### config.mk
export PLATFORM = sky130hd
export DESIGN_NAME = blanking_and_burst_level_select
export DESIGN_NICKNAME = d
export VERILOG_FILES = /design/src/blanking_and_burst_level_select_pad.v /design/src/blanking_and_burst_level_select.v /design/src/sync2.v /design/src/tick_divider.v
export VERILOG_INCLUDE_DIRS = /design/src
export SDC_FILE = /design/constraint.sdc
export NUM_CORES = 1
export LEC_CHECK = 0
export BUFFER_PORTS_ARGS = -buffer_cell sky130_fd_sc_hd__buf_2
export CAP_MARGIN = 20
export CORE_ASPECT_RATIO = 1.25
export CORE_MARGIN = 4
export CORE_UTILIZATION = 27
export DETAILED_ROUTE_END_ITERATION = 10
export GPL_TIMING_DRIVEN = 0
export PLACE_DENSITY = 0.53
export SYNTH_ARGS = -nofsm -noshare
export SYNTH_HDL_FRONTEND = slang
export SYNTH_SLANG_ARGS = --single-unit
export TNS_END_PERCENT = 100
### constraint.sdc
create_clock -name aclk -period 3.2 [get_ports aclk]
set_input_delay 0 -clock aclk [delete_from_list [all_inputs] [get_ports aclk]]
set_output_delay 0 -clock aclk [all_outputs]
set_load 0.03 [all_outputs]
### src/blanking_consts.vh
`ifndef BLANKING_CONSTS_VH
`define BLANKING_CONSTS_VH

// ********************************
// clock and time base
// ********************************
`define CLK_MHZ          100
`define TICK_US          1
`define BLANK_TIME_MS    20
`define DETECT_TIME_MS   1
`define SPIKE_TIME_US    30
`define US_PER_MS        1000

// ********************************
// register offsets (byte addresses)
// ********************************
`define ADDR_CTRL        8'h00
`define ADDR_STATUS      8'h04
`define ADDR_IRQ_STAT    8'h08
`define ADDR_IRQ_MASK    8'h0c
`define ADDR_DIV         8'h10
`define ADDR_DET_COUNT   8'h14

// ********************************
// fields and reset values
// ********************************
`define CTRL_EXTEND_BIT  0
`define CTRL_RST         1'b0
`define DIV_W            16
`define IRQ_W            4
`define IRQ_RESTART      0
`define IRQ_BURST_IN     1
`define IRQ_BURST_OUT    2
`define IRQ_LEVEL        3
`define IRQ_MASK_RST     4'h0
`define EXT_CNT_W        9
`define EXT_COUNT_END    9'h100
`define LEVEL_NEVER      2'h3
`define RESP_OKAY        2'h0
`define RESP_SLVERR      2'h2

`endif

### src/blanking_and_burst_level_select_pad.v
`default_nettype none
`default_nettype wire

### src/blanking_and_burst_level_select.v
// Function
// - 20 ms blanking before burst or restart
// - overload blanking extendable by external capacitor
// - after 20 ms hold gate, start charging
// - high threshold: count, stop charge, discharge
// - low threshold: stop discharge, recharge
// - after 256 cycles completion held high
// - both gate inputs: 30 us, then restart
// - four burst levels, one disables burst
// - detect once, first 1 ms after turn-on
// - protection before start postpones detection
// - feedback high: set flop, discharge, count
// - feedback low: clear flop, recharge, repeat
// - window end: latch level from count
// - three thresholds plus never-burst setting
// - burst timer: 20 ms below threshold enters
// - feedback above exit level leaves burst
`include "blanking_consts.vh"
`default_nettype none

module blanking_and_burst_level_select #(
    parameter [14:0] BLANK_TICKS  = `BLANK_TIME_MS * `US_PER_MS / `TICK_US,
    parameter [9:0]  DETECT_TICKS = `DETECT_TIME_MS * `US_PER_MS / `TICK_US,
    parameter [5:0]  SPIKE_TICKS  = `SPIKE_TIME_US / `TICK_US,
    parameter [7:0]  LEVEL1_MIN   = 8'h04,
    parameter [7:0]  LEVEL2_MIN   = 8'h20,
    parameter [7:0]  LEVEL3_MIN   = 8'h80
) (
    input  wire        aclk,
    input  wire        aresetn,
    // axi4-lite slave
    input  wire [7:0]  s_axi_awaddr,
    input  wire        s_axi_awvalid,
    output reg         s_axi_awready,
    input  wire [31:0] s_axi_wdata,
    input  wire [3:0]  s_axi_wstrb,
    input  wire        s_axi_wvalid,
    output reg         s_axi_wready,
    output reg  [1:0]  s_axi_bresp,
    output reg         s_axi_bvalid,
    input  wire        s_axi_bready,
    input  wire [7:0]  s_axi_araddr,
    input  wire        s_axi_arvalid,
    output reg         s_axi_arready,
    output reg  [31:0] s_axi_rdata,
    output reg  [1:0]  s_axi_rresp,
    output reg         s_axi_rvalid,
    input  wire        s_axi_rready,
    // analog front-end decisions (asynchronous)
    input  wire        vcc_on_cmp,
    input  wire        protect_active,
    input  wire        overload_cmp,
    input  wire        extend_high_comparator,
    input  wire        extend_low_comparator,
    input  wire        feedback_high_cmp,
    input  wire        feedback_low_cmp,
    input  wire        burst_monitor_comparator,
    input  wire        feedback_exit_cmp,
    // controls to the analog side
    output reg         extend_charge_switch,
    output reg         extend_discharge_switch,
    output reg         detect_flip_flop,
    output reg         detect_discharge_switch,
    output reg  [1:0]  burst_entry_threshold,
    output reg         level_valid,
    output reg         burst_active,
    output reg         auto_restart,
    output reg         irq
);
    // ********************************
    // synchronisers and time base
    // ********************************
    wire       vcc_on_s, protect_s, overload_s, ext_high_s, ext_low_s;
    wire       fb_high_s, fb_low_s, fb_below_s, fb_exit_s;
    wire       tick;
    reg  [`DIV_W-1:0] div_q;

    sync2 #(.W(9)) u_sync (
        .aclk     (aclk),
        .aresetn  (aresetn),
        .async_in ({vcc_on_cmp, protect_active, overload_cmp, extend_high_comparator,
                    extend_low_comparator, feedback_high_cmp, feedback_low_cmp,
                    burst_monitor_comparator, feedback_exit_cmp}),
        .sync_out ({vcc_on_s, protect_s, overload_s, ext_high_s, ext_low_s,
                    fb_high_s, fb_low_s, fb_below_s, fb_exit_s})
    );

    tick_divider #(.W(`DIV_W)) u_div (
        .aclk    (aclk),
        .aresetn (aresetn),
        .reload  (div_q),
        .tick    (tick)
    );

    reg ctrl_extend_q;

    // ********************************
    // protection blanking: basic, extension, spike, restart
    // ********************************
    localparam B_IDLE  = 3'd0;
    localparam B_BASIC = 3'd1;
    localparam B_CHG   = 3'd2;
    localparam B_DIS   = 3'd3;
    localparam B_SPIKE = 3'd4;
    localparam B_RST   = 3'd5;

    reg [2:0]            bst_q;
    reg [14:0]           bt_q;
    reg [`EXT_CNT_W-1:0] ext_cnt_q;
    reg                  ext_done_q;

    // overload dropping at any point before restart abandons the blanking
    always @(posedge aclk) begin
        if (!aresetn) begin
            bst_q                   <= B_IDLE;
            bt_q                    <= 15'h0000;
            ext_cnt_q               <= {`EXT_CNT_W{1'b0}};
            ext_done_q              <= 1'b0;
            extend_charge_switch    <= 1'b0;
            extend_discharge_switch <= 1'b0;
            auto_restart            <= 1'b0;
        end else begin
            case (bst_q)
                B_IDLE: begin
                    bt_q                    <= 15'h0000;
                    ext_cnt_q               <= {`EXT_CNT_W{1'b0}};
                    ext_done_q              <= 1'b0;
                    extend_charge_switch    <= 1'b0;
                    extend_discharge_switch <= 1'b0;
                    if (overload_s)
                        bst_q <= B_BASIC;
                end
                B_BASIC: begin
                    if (!overload_s) begin
                        bst_q <= B_IDLE;
                    end else if (tick) begin
                        if (bt_q == BLANK_TICKS - 15'h0001) begin
                            bt_q <= 15'h0000;
                            if (ctrl_extend_q) begin
                                bst_q                <= B_CHG;
                                extend_charge_switch <= 1'b1;
                            end else begin
                                bst_q <= B_SPIKE;
                            end
                        end else begin
                            bt_q <= bt_q + 15'h0001;
                        end
                    end
                end
                B_CHG: begin
                    if (!overload_s) begin
                        bst_q <= B_IDLE;
                    end else if (ext_high_s) begin
                        ext_cnt_q               <= ext_cnt_q + {{(`EXT_CNT_W-1){1'b0}}, 1'b1};
                        extend_charge_switch    <= 1'b0;
                        extend_discharge_switch <= 1'b1;
                        if (ext_cnt_q == `EXT_COUNT_END - {{(`EXT_CNT_W-1){1'b0}}, 1'b1}) begin
                            ext_done_q <= 1'b1;
                            bst_q      <= B_SPIKE;
                        end else begin
                            bst_q <= B_DIS;
                        end
                    end
                end
                B_DIS: begin
                    if (!overload_s) begin
                        bst_q <= B_IDLE;
                    end else if (ext_low_s) begin
                        extend_discharge_switch <= 1'b0;
                        extend_charge_switch    <= 1'b1;
                        bst_q                   <= B_CHG;
                    end
                end
                B_SPIKE: begin
                    // both gate inputs high here: basic done and extension done or unused
                    if (ext_low_s)
                        extend_discharge_switch <= 1'b0;
                    if (!overload_s) begin
                        bst_q <= B_IDLE;
                    end else if (tick) begin
                        if (bt_q[5:0] == SPIKE_TICKS - 6'h01) begin
                            auto_restart <= 1'b1;
                            bst_q        <= B_RST;
                        end else begin
                            bt_q <= bt_q + 15'h0001;
                        end
                    end
                end
                B_RST: begin
                    // restart lasts until the supply drops out
                    if (ext_low_s)
                        extend_discharge_switch <= 1'b0;
                    if (!vcc_on_s) begin
                        auto_restart <= 1'b0;
                        bst_q        <= B_IDLE;
                    end
                end
                default: begin
                    bst_q <= B_IDLE;
                end
            endcase
        end
    end

    // ********************************
    // one-time burst level detection
    // ********************************
    localparam D_WAIT = 2'd0;
    localparam D_RUN  = 2'd1;
    localparam D_DONE = 2'd2;

    reg [1:0] dst_q;
    reg [9:0] dt_q;
    reg [7:0] dcnt_q;

    // fewer charge cycles means a larger capacitor and a lower entry threshold code
    function [1:0] level_of;
        input [7:0] cnt;
        begin
            if (cnt < LEVEL1_MIN)
                level_of = 2'h0;
            else if (cnt < LEVEL2_MIN)
                level_of = 2'h1;
            else if (cnt < LEVEL3_MIN)
                level_of = 2'h2;
            else
                level_of = `LEVEL_NEVER;
        end
    endfunction

    // done state is left only by reset, so auto restarts never re-detect
    always @(posedge aclk) begin
        if (!aresetn) begin
            dst_q                   <= D_WAIT;
            dt_q                    <= 10'h000;
            dcnt_q                  <= 8'h00;
            detect_flip_flop        <= 1'b0;
            detect_discharge_switch <= 1'b0;
            burst_entry_threshold   <= `LEVEL_NEVER;
            level_valid             <= 1'b0;
        end else begin
            case (dst_q)
                D_WAIT: begin
                    dt_q   <= 10'h000;
                    dcnt_q <= 8'h00;
                    if (vcc_on_s && !protect_s)
                        dst_q <= D_RUN;
                end
                D_RUN: begin
                    if (!vcc_on_s) begin
                        dst_q                   <= D_WAIT;
                        detect_flip_flop        <= 1'b0;
                        detect_discharge_switch <= 1'b0;
                    end else if (tick && dt_q == DETECT_TICKS - 10'h001) begin
                        burst_entry_threshold   <= level_of(dcnt_q);
                        level_valid             <= 1'b1;
                        detect_flip_flop        <= 1'b0;
                        detect_discharge_switch <= 1'b0;
                        dst_q                   <= D_DONE;
                    end else begin
                        if (tick)
                            dt_q <= dt_q + 10'h001;
                        if (fb_high_s && !detect_flip_flop) begin
                            detect_flip_flop        <= 1'b1;
                            detect_discharge_switch <= 1'b1;
                            if (dcnt_q != 8'hff)
                                dcnt_q <= dcnt_q + 8'h01;
                        end else if (fb_low_s && detect_flip_flop) begin
                            detect_flip_flop        <= 1'b0;
                            detect_discharge_switch <= 1'b0;
                        end
                    end
                end
                D_DONE: begin
                    dst_q <= D_DONE;
                end
                default: begin
                    dst_q <= D_WAIT;
                end
            endcase
        end
    end

    // ********************************
    // active burst entry and exit
    // ********************************
    reg [14:0] bb_q;

    always @(posedge aclk) begin
        if (!aresetn) begin
            bb_q         <= 15'h0000;
            burst_active <= 1'b0;
        end else if (!level_valid || burst_entry_threshold == `LEVEL_NEVER || auto_restart) begin
            bb_q         <= 15'h0000;
            burst_active <= 1'b0;
        end else if (burst_active) begin
            bb_q <= 15'h0000;
            if (fb_exit_s)
                burst_active <= 1'b0;
        end else if (!fb_below_s) begin
            bb_q <= 15'h0000;
        end else if (tick) begin
            if (bb_q == BLANK_TICKS - 15'h0001) begin
                bb_q         <= 15'h0000;
                burst_active <= 1'b1;
            end else begin
                bb_q <= bb_q + 15'h0001;
            end
        end
    end

    // ********************************
    // register slave and interrupt
    // ********************************
    localparam [`DIV_W-1:0] DIV_RST = `CLK_MHZ * `TICK_US;  // one tick per microsecond
    reg [7:0]        waddr_q;
    reg [31:0]       wdata_q;
    reg [3:0]        wstrb_q;
    reg [`IRQ_W-1:0] irq_stat_q;
    reg [`IRQ_W-1:0] irq_mask_q;
    reg [2:0]        prev_q;
    reg [`IRQ_W-1:0] irq_clr;
    reg [`IRQ_W-1:0] irq_stat_d;

    wire aw_held = ~s_axi_awready;
    wire w_held  = ~s_axi_wready;
    wire do_wr   = aw_held & w_held & ~s_axi_bvalid;
    wire do_rd   = s_axi_arvalid & s_axi_arready;

    wire [`IRQ_W-1:0] irq_ev;
    assign irq_ev[`IRQ_RESTART]   = auto_restart & ~prev_q[0];
    assign irq_ev[`IRQ_BURST_IN]  = burst_active & ~prev_q[1];
    assign irq_ev[`IRQ_BURST_OUT] = ~burst_active & prev_q[1];
    assign irq_ev[`IRQ_LEVEL]     = level_valid & ~prev_q[2];

    // a new event wins over the read that clears its bit
    always @* begin
        irq_clr    = (do_rd && s_axi_araddr == `ADDR_IRQ_STAT) ? irq_stat_q : {`IRQ_W{1'b0}};
        irq_stat_d = (irq_stat_q & ~irq_clr) | irq_ev;
    end

    // one write and one read in flight; address and data taken in any order
    always @(posedge aclk) begin
        if (!aresetn) begin
            s_axi_awready <= 1'b1;
            s_axi_wready  <= 1'b1;
            s_axi_bvalid  <= 1'b0;
            s_axi_bresp   <= `RESP_OKAY;
            s_axi_arready <= 1'b1;
            s_axi_rvalid  <= 1'b0;
            s_axi_rresp   <= `RESP_OKAY;
            s_axi_rdata   <= 32'h00000000;
            waddr_q       <= 8'h00;
            wdata_q       <= 32'h00000000;
            wstrb_q       <= 4'h0;
            ctrl_extend_q <= `CTRL_RST;
            irq_mask_q    <= `IRQ_MASK_RST;
            div_q         <= DIV_RST;
            irq_stat_q    <= {`IRQ_W{1'b0}};
            prev_q        <= 3'h0;
            irq           <= 1'b0;
        end else begin
            prev_q     <= {level_valid, burst_active, auto_restart};
            irq_stat_q <= irq_stat_d;
            irq        <= |(irq_stat_d & irq_mask_q);
            if (s_axi_awvalid && s_axi_awready) begin
                waddr_q       <= s_axi_awaddr;
                s_axi_awready <= 1'b0;
            end
            if (s_axi_wvalid && s_axi_wready) begin
                wdata_q      <= s_axi_wdata;
                wstrb_q      <= s_axi_wstrb;
                s_axi_wready <= 1'b0;
            end
            if (do_wr) begin
                s_axi_bvalid <= 1'b1;
                s_axi_bresp  <= `RESP_OKAY;
                case (waddr_q)
                    `ADDR_CTRL:     if (wstrb_q[0]) ctrl_extend_q <= wdata_q[`CTRL_EXTEND_BIT];
                    `ADDR_IRQ_MASK: if (wstrb_q[0]) irq_mask_q <= wdata_q[`IRQ_W-1:0];
                    `ADDR_DIV: begin
                        if (wstrb_q[0]) div_q[7:0] <= wdata_q[7:0];
                        if (wstrb_q[1]) div_q[15:8] <= wdata_q[15:8];
                    end
                    `ADDR_STATUS, `ADDR_IRQ_STAT, `ADDR_DET_COUNT: s_axi_bresp <= `RESP_OKAY;
                    default:        s_axi_bresp   <= `RESP_SLVERR;
                endcase
            end
            if (s_axi_bvalid && s_axi_bready) begin
                s_axi_bvalid  <= 1'b0;
                s_axi_awready <= 1'b1;
                s_axi_wready  <= 1'b1;
            end
            if (do_rd) begin
                s_axi_arready <= 1'b0;
                s_axi_rvalid  <= 1'b1;
                s_axi_rresp   <= `RESP_OKAY;
                case (s_axi_araddr)
                    `ADDR_CTRL:      s_axi_rdata <= {31'h0, ctrl_extend_q};
                    `ADDR_STATUS:    s_axi_rdata <= {23'h0, ext_done_q, bst_q, auto_restart,
                                                     burst_active, level_valid, burst_entry_threshold};
                    `ADDR_IRQ_STAT:  s_axi_rdata <= {28'h0, irq_stat_q};
                    `ADDR_IRQ_MASK:  s_axi_rdata <= {28'h0, irq_mask_q};
                    `ADDR_DIV:       s_axi_rdata <= {16'h0, div_q};
                    `ADDR_DET_COUNT: s_axi_rdata <= {23'h0, ext_cnt_q};
                    default: begin
                        s_axi_rdata <= 32'h00000000;
                        s_axi_rresp <= `RESP_SLVERR;
                    end
                endcase
            end
            if (s_axi_rvalid && s_axi_rready) begin
                s_axi_rvalid  <= 1'b0;
                s_axi_arready <= 1'b1;
            end
        end
    end
endmodule // blanking_and_burst_level_select

`default_nettype wire

### src/sync2.v
`default_nettype none

// ********************************
// two-stage synchroniser for asynchronous comparator levels
// ********************************
module sync2 #(
    parameter W = 1
) (
    input  wire         aclk,
    input  wire         aresetn,
    input  wire [W-1:0] async_in,
    output wire [W-1:0] sync_out
);
    reg [W-1:0] meta_q;
    reg [W-1:0] sync_q;

    // first stage feeds only the second stage
    always @(posedge aclk) begin
        if (!aresetn) begin
            meta_q <= {W{1'b0}};
            sync_q <= {W{1'b0}};
        end else begin
            meta_q <= async_in;
            sync_q <= meta_q;
        end
    end

    assign sync_out = sync_q;
endmodule // sync2

`default_nettype wire

### src/tick_divider.v
`default_nettype none

// ********************************
// time-base divider: one-cycle tick every reload cycles
// ********************************
module tick_divider #(
    parameter W = 16
) (
    input  wire         aclk,
    input  wire         aresetn,
    input  wire [W-1:0] reload,
    output reg          tick
);
    reg [W-1:0] cnt_q;

    // a reload of zero behaves like one, so the tick never stops
    always @(posedge aclk) begin
        if (!aresetn) begin
            cnt_q <= {W{1'b0}};
            tick  <= 1'b0;
        end else if ({1'b0, cnt_q} + {{W{1'b0}}, 1'b1} >= {1'b0, reload}) begin
            cnt_q <= {W{1'b0}};
            tick  <= 1'b1;
        end else begin
            cnt_q <= cnt_q + {{(W-1){1'b0}}, 1'b1};
            tick  <= 1'b0;
        end
    end
endmodule // tick_divider

`default_nettype wire
==> metrics.txt, run 1 <==
reg2reg setup slack 0.26 ns; CTS H-Tree Depth 4; CP endpoint kind flop; sequential element share of the synthesized area 43.20%; CTS Sinks 184; MaxCap Viol Count 0; Ports 119; commonest cells in the netlist dfxtp_1 (184), nand2_1 (114), nor2_1 (95); Reg-to-Reg End u_div.cnt_q[15]; worst path required time 3.57 ns; R2R Path Start u_div.cnt_q[0]; Final Util 33.76%; final worst slack 0.2634 ns; WHS Path Cells 3; Worst Skew 0.01106 ns; # diodes 0; crit path DAT 3.31 ns; std cell rows 72; final non-filler cell total 1,562; CTS tree done; antenna violations before repair 1; setup violators final 0; initial DRC count 401; Die Ht 206.7 um; unrepaired setup endpoints after global routing no; clk buf depth 2; Post-synth EDFFs 0; Inst Count DP 1,488; Tot Pwr 4821 uW; Area Growth Syn to Fin 23.04%; Mean Syn Cell Area 8.666 um^2; core area 0.03108 mm^2; top area cells in the synthesized netlist dfxtp_1 (43%), nand2_1 (5.0%), nor2_1 (4.2%); mapped cell area 0.008527 mm^2; fmax 340.5 MHz; Clock Latency Late Sink 0.43 ns; CP max FO 10; Reg clk slew, reported paths 0.07 ns; Die ar. 0.03451 mm^2; maximum VDD drop 0.3063 mV; die width 167.0 um; Synth top area share 43.20%; Synth Flop Type dfxtp_1; dpl ws -0.1292 ns; GP Congestion 0.8370; vias in the first global route 6,956; Worst slew margin 43.29%; Hold Path End waddr_q[5]; via/cell ratio 4.706; # port buffers 80; Power Dens Cells 459.5 mW/mm^2; Post-Route WL 22,940 um; Fillers 3,291; Inserted Clock Buffers 17; Netlist cell types 72; Total GRT Usage 13.15%; Mapped Cells 984; first-pass GRT wire length 36,700 um; Initial Util 27.44%; largest net degree at the start of global routing 17; outcome complete, no violations; LEAKAGE 0.003908 uW; Tmin final 2.937 ns; post-DP HPWL 16,980 um; via count 7,350; drt drc 0; most numerous cell in the Yosys netlist dfxtp_1; area leader, netlist dfxtp_1; Worst Min Path Start s_axi_awvalid; Pre-antenna DRT Iters 5; CTS root buffer clkbuf_16; share of flip-flops with an asynchronous set or reset 0%; Slew @ Worst Pin 0.8434 ns; worst hold-check path type input pin to flop; GRT Residual Overflow 0; layout net count 1,236; FF-to-FF path depth 13; critical path launch point type flop; warnings from Yosys 0; WL/cell 14.69 um; critical path class flop to flop; synthesis-stage register bit count 184; post-route ant nets 0; fraction of layout cells with a size suffix above 1 14.20%; max-slew violations 0; Final Cycle Share 91.77%; final hold vios 0
==> worst max-delay path, stage by stage (launching register included) <==
cell       delay [ns]
dfxtp_1          0.41
ha_1             0.21
nand3_1          0.19
nor3_2           0.27
nand3_1          0.12
xnor2_1          0.24
ha_1             0.29
a21oi_1          0.13
o21bai_1         0.09
a311oi_2         0.29
o2111ai_2        0.13
buf_4            0.19
clkbuf_2         0.19
nor2b_1          0.13
==> placed cells by master (no fill, tap or decap), drive strengths merged, types with 22 or more instances in the layout <==
cell type | synthesis | final
inv | 37 | 41
and2 | 22 | 22
nor3 | 26 | 26
dfxtp | 184 | 184
a21oi | 62 | 62
nand2 | 114 | 114
clkbuf | 33 | 51
o21ai | 32 | 32
ha | 24 | 24
nor2 | 95 | 95
xnor2 | 31 | 31
buf | 31 | 112
mux2i | 23 | 23
nor2b | 24 | 24
dlygate4sd3 | 0 | 43
nand3 | 46 | 46
==> where the power goes <==
group	switching (uW)	internal, uW	total, uW
registers	33.2	2340	2370
clock network	949	997	1950
logic	318	188	506
total	1300	3520	4820
==> worst max-delay path by stage <==
stage	startpoint	to	slack, ns	cells past startpoint
4_1_cts	u_div.cnt_q[0]	u_div.cnt_q[12]	0.04	12
5_1_grt	u_div.cnt_q[0]	u_div.cnt_q[10]	0.01	12
3_5_place_dp	u_div.cnt_q[0]	u_div.cnt_q[15]	-0.13	12
6_report	u_div.cnt_q[0]	u_div.cnt_q[15]	0.26	13
2_1_floorplan	u_div.cnt_q[0]	u_div.cnt_q[10]	0.54	12
3_3_place_gp	u_div.cnt_q[0]	u_div.cnt_q[8]	-0.06	12
==> routing by layer <==
metal,vias up,part of all wire (%),global-route usage [%]
met5,-,0.057,0
met4,2,0.91,2.806
met3,17,5.0,2.648
met2,178,46,22.22
met1,3396,48,17.53
li1,3757,-,-
==> registers in the layout, indices dropped and copies added, names as in the netlist, 10 cells and up <==
name         cells
bb_q            15
bt_q            15
div_q           16
dt_q            10
s_axi_rdata     16
u_div.cnt_q     16
wdata_q         16
==> through the flow <==
stage               setup TNS (ns)  hold slack (ns)  area (um^2)
floorplan                        0          0.08594         8591
global placement           -0.5633           0.2018         9500
detailed placement          -1.146           0.2035         9500
CTS                              0         0.002389        10460
global route                     0          0.04663        10490
finish                           0          0.01690        10490
==> final cells by class <==
| class | instances | area (um^2) | share of cell area [%] |
|---|---|---|---|
| buffer | 64 | 320.3 | 3.053 |
| inverter | 38 | 142.6 | 1.360 |
| clock buffer | 18 | 429.2 | 4.091 |
| tap | 407 | 509.2 | 4.854 |
| sequential | 184 | 3684 | 35.11 |
| clock inverter | 12 | 95.09 | 0.9064 |
| multi-input combinational | 715 | 4473 | 42.64 |
| timing repair buffer | 124 | 838.3 | 7.990 |
==> repair_timing <==
item | CTS | global route
pin swaps | 0 | 1
setup buffers | 0 | 1
cloned | 0 | 0
endpoints found under the hold margin | 43 | 0
endpoints found under the setup margin | 10 | 10
gates resized for setup | 1 | 6
hold buffers | 43 | 0
==> kinds of logic (layout without fill, tap and decap cells) <==
logic type | Yosys count | in the layout | synth area share, %
flip-flops | 184 | 184 | 43.20
other | 1 | 18 | 0.04398
multiplexers | 35 | 35 | 4.417
buffers and inverters | 102 | 256 | 5.414
adder cells (fa/ha/maj) | 24 | 24 | 3.522
AO/OA/AOI/OAI | 188 | 188 | 15.11
XOR/XNOR | 47 | 47 | 4.828
AND/OR/NAND/NOR | 403 | 403 | 23.46
Note: power is estimated with default switching activity, not from simulation.
==> inputs of run 2 (changes only) <==
--- a/config.mk
+++ b/config.mk
@@ -8,12 +8,14 @@
 export LEC_CHECK = 0
 export BUFFER_PORTS_ARGS = -buffer_cell sky130_fd_sc_hd__buf_2
 export CAP_MARGIN = 20
+export CELL_PAD_IN_SITES_DETAIL_PLACEMENT = 0
+export CELL_PAD_IN_SITES_GLOBAL_PLACEMENT = 1
 export CORE_ASPECT_RATIO = 1.25
 export CORE_MARGIN = 4
 export CORE_UTILIZATION = 27
 export DETAILED_ROUTE_END_ITERATION = 10
 export GPL_TIMING_DRIVEN = 0
-export PLACE_DENSITY = 0.53
+export PLACE_DENSITY_LB_ADDON = 0.1
 export SYNTH_ARGS = -nofsm -noshare
 export SYNTH_HDL_FRONTEND = slang
 export SYNTH_SLANG_ARGS = --single-unit
==> metrics.txt, run 2 (synthesized netlist as in run 1, its figures left out) <==
Area Growth Syn to Fin 23.77%; post-route ant nets 0; Reg clk slew, reported paths 0.07 ns; WL/cell 16.41 um; std cell rows 72; register area 0.003684 mm^2; area of the multi-input gates 0.004478 mm^2; crit path DAT 3.21 ns; Total GRT Usage 14.98%; via count 7,330; antenna violations before repair 1; Hold WS 0.02092 ns; max-slew violations 0; CTS H-Tree Depth 4; outcome complete, no violations; first-pass GRT wire length 40,870 um; Final Cycle Share 88.45%; layout net count 1,238; Clock Latency Late Sink 0.44 ns; Pre-antenna DRT Iters 5; LEAKAGE 0.003926 uW; CTS tree done; setup violators final 0; MaxCap Viol Count 0; # diodes 0; Post-Route WL 25,680 um; Slew @ Worst Pin 0.9590 ns; largest net degree at the start of global routing 18; clk buf depth 2; maximum VDD drop 0.2503 mV; # port buffers 80; CTS Sinks 184; core area 0.03108 mm^2; Initial Util 27.44%; Inst Count DP 1,488; most frequent cells in the layout dfxtp_1 (184), nand2_1 (114), nor2_1 (94); Worst slew margin 35.52%; fmax 353.3 MHz; critical path launch point type flop; CP endpoint kind flop; GP Congestion 0.7694; unrepaired setup endpoints after global routing no; GRT Residual Overflow 0; final non-filler cell total 1,565; Inserted Clock Buffers 17; vias in the first global route 7,199; most common cell after layout, fill and taps aside dfxtp_1; die width 167.0 um; Die Ht 206.7 um; Die ar. 0.03451 mm^2; worst path required time 3.58 ns; initial DRC count 290; CP max FO 10; Ports 119; post-DP HPWL 19,050 um; CTS root buffer clkbuf_16; Worst Skew 0.009129 ns; critical path class flop to flop; fraction of layout cells with a size suffix above 1 14.51%; Tmin final 2.830 ns; worst hold-check path type input pin to flop; final hold vios 0; drt drc 0; Fillers 3,309; Power Dens Cells 473.4 mW/mm^2; via/cell ratio 4.684
==> run 2: cell count changes in the layout (fill, tap and decap cells not counted), sizes merged <==
cell | before | now
inv | 41 | 43
dlygate4sd3 | 43 | 44
clkinv | 5 | 2
buf | 112 | 113
clkbuf | 51 | 50
clkinvlp | 4 | 6
bufinv | 0 | 1
==> run 2: layout make-up <==
cell class	count	area share [%]
Clock inverter	14	1.316
Tap cell	407	4.825
Multi-Input combinational cell	715	42.43
Sequential cell	184	34.90
Inverter	38	1.352
Clock buffer	17	4.031
Timing Repair Buffer	126	8.109
Buffer	64	3.035
==> run 2: what timing repair did <==
action                                 CTS  global route
gates resized for setup                  3             4
setup buffers                            0             2
endpoints found under the hold margin   43             0
setup endpoints to repair               10            10
pin swaps                                0             2
hold buffers                            44             0
==> run 2: per-layer routing <==
metal | GRT usage, % | routed length (um) | share of wire [%]
met5 | 0 | 8 | 0.031
met4 | 4.735 | 397 | 1.5
met3 | 2.419 | 752 | 2.9
met2 | 26.45 | 12840 | 50
met1 | 18.82 | 11680 | 45
==> run 2: power by group <==
part           internal [uW]  switching, uW  total (uW)
clock network           1090           1020        2110
registers               2330           34.1        2370
logic                    189            327         517
total                   3610           1380        5000
==> run 2: path summary, 6_finish.rpt <==
kind                    startpoint                 end  slack, ns  cells past startpoint
hold / removal       s_axi_awvalid          waddr_q[6]       0.02                      3
setup / recovery    u_div.cnt_q[0]     u_div.cnt_q[13]       0.37                     11
hold reg to reg   u_sync.meta_q[8]  u_sync.sync_out[8]       0.44                      1
setup reg to reg    u_div.cnt_q[0]     u_div.cnt_q[13]       0.37                     11
==> run 2: through the flow <==
step | total power [uW] | util (%) | area, um^2 | setup TNS, ns | setup slack (ns)
floorplan | 2739 | - | 8591 | 0 | 0.5381
global placement | 2902 | 30.57 | 9500 | -2.539 | -0.2623
detailed placement | 2900 | 30.57 | 9500 | -1.841 | -0.1960
CTS | 5069 | 33.84 | 10520 | 0 | 0.006866
global route | 5216 | 33.96 | 10550 | 0 | 0.07969
finish | 4996 | 33.96 | 10550 | 0 | 0.3696
==> run 2: worst max-delay path, stage by stage (launching register included) <==
cell and delay (ns):
dfxtp_1 0.40, ha_1 0.23, nand3_2 0.15, nor2_1 0.17
xor2_1 0.27, ha_1 0.30, and4_1 0.23, nor4b_1 0.16
o311ai_2 0.28, o2111ai_2 0.20, clkbuf_2 0.24, nor2b_1 0.14
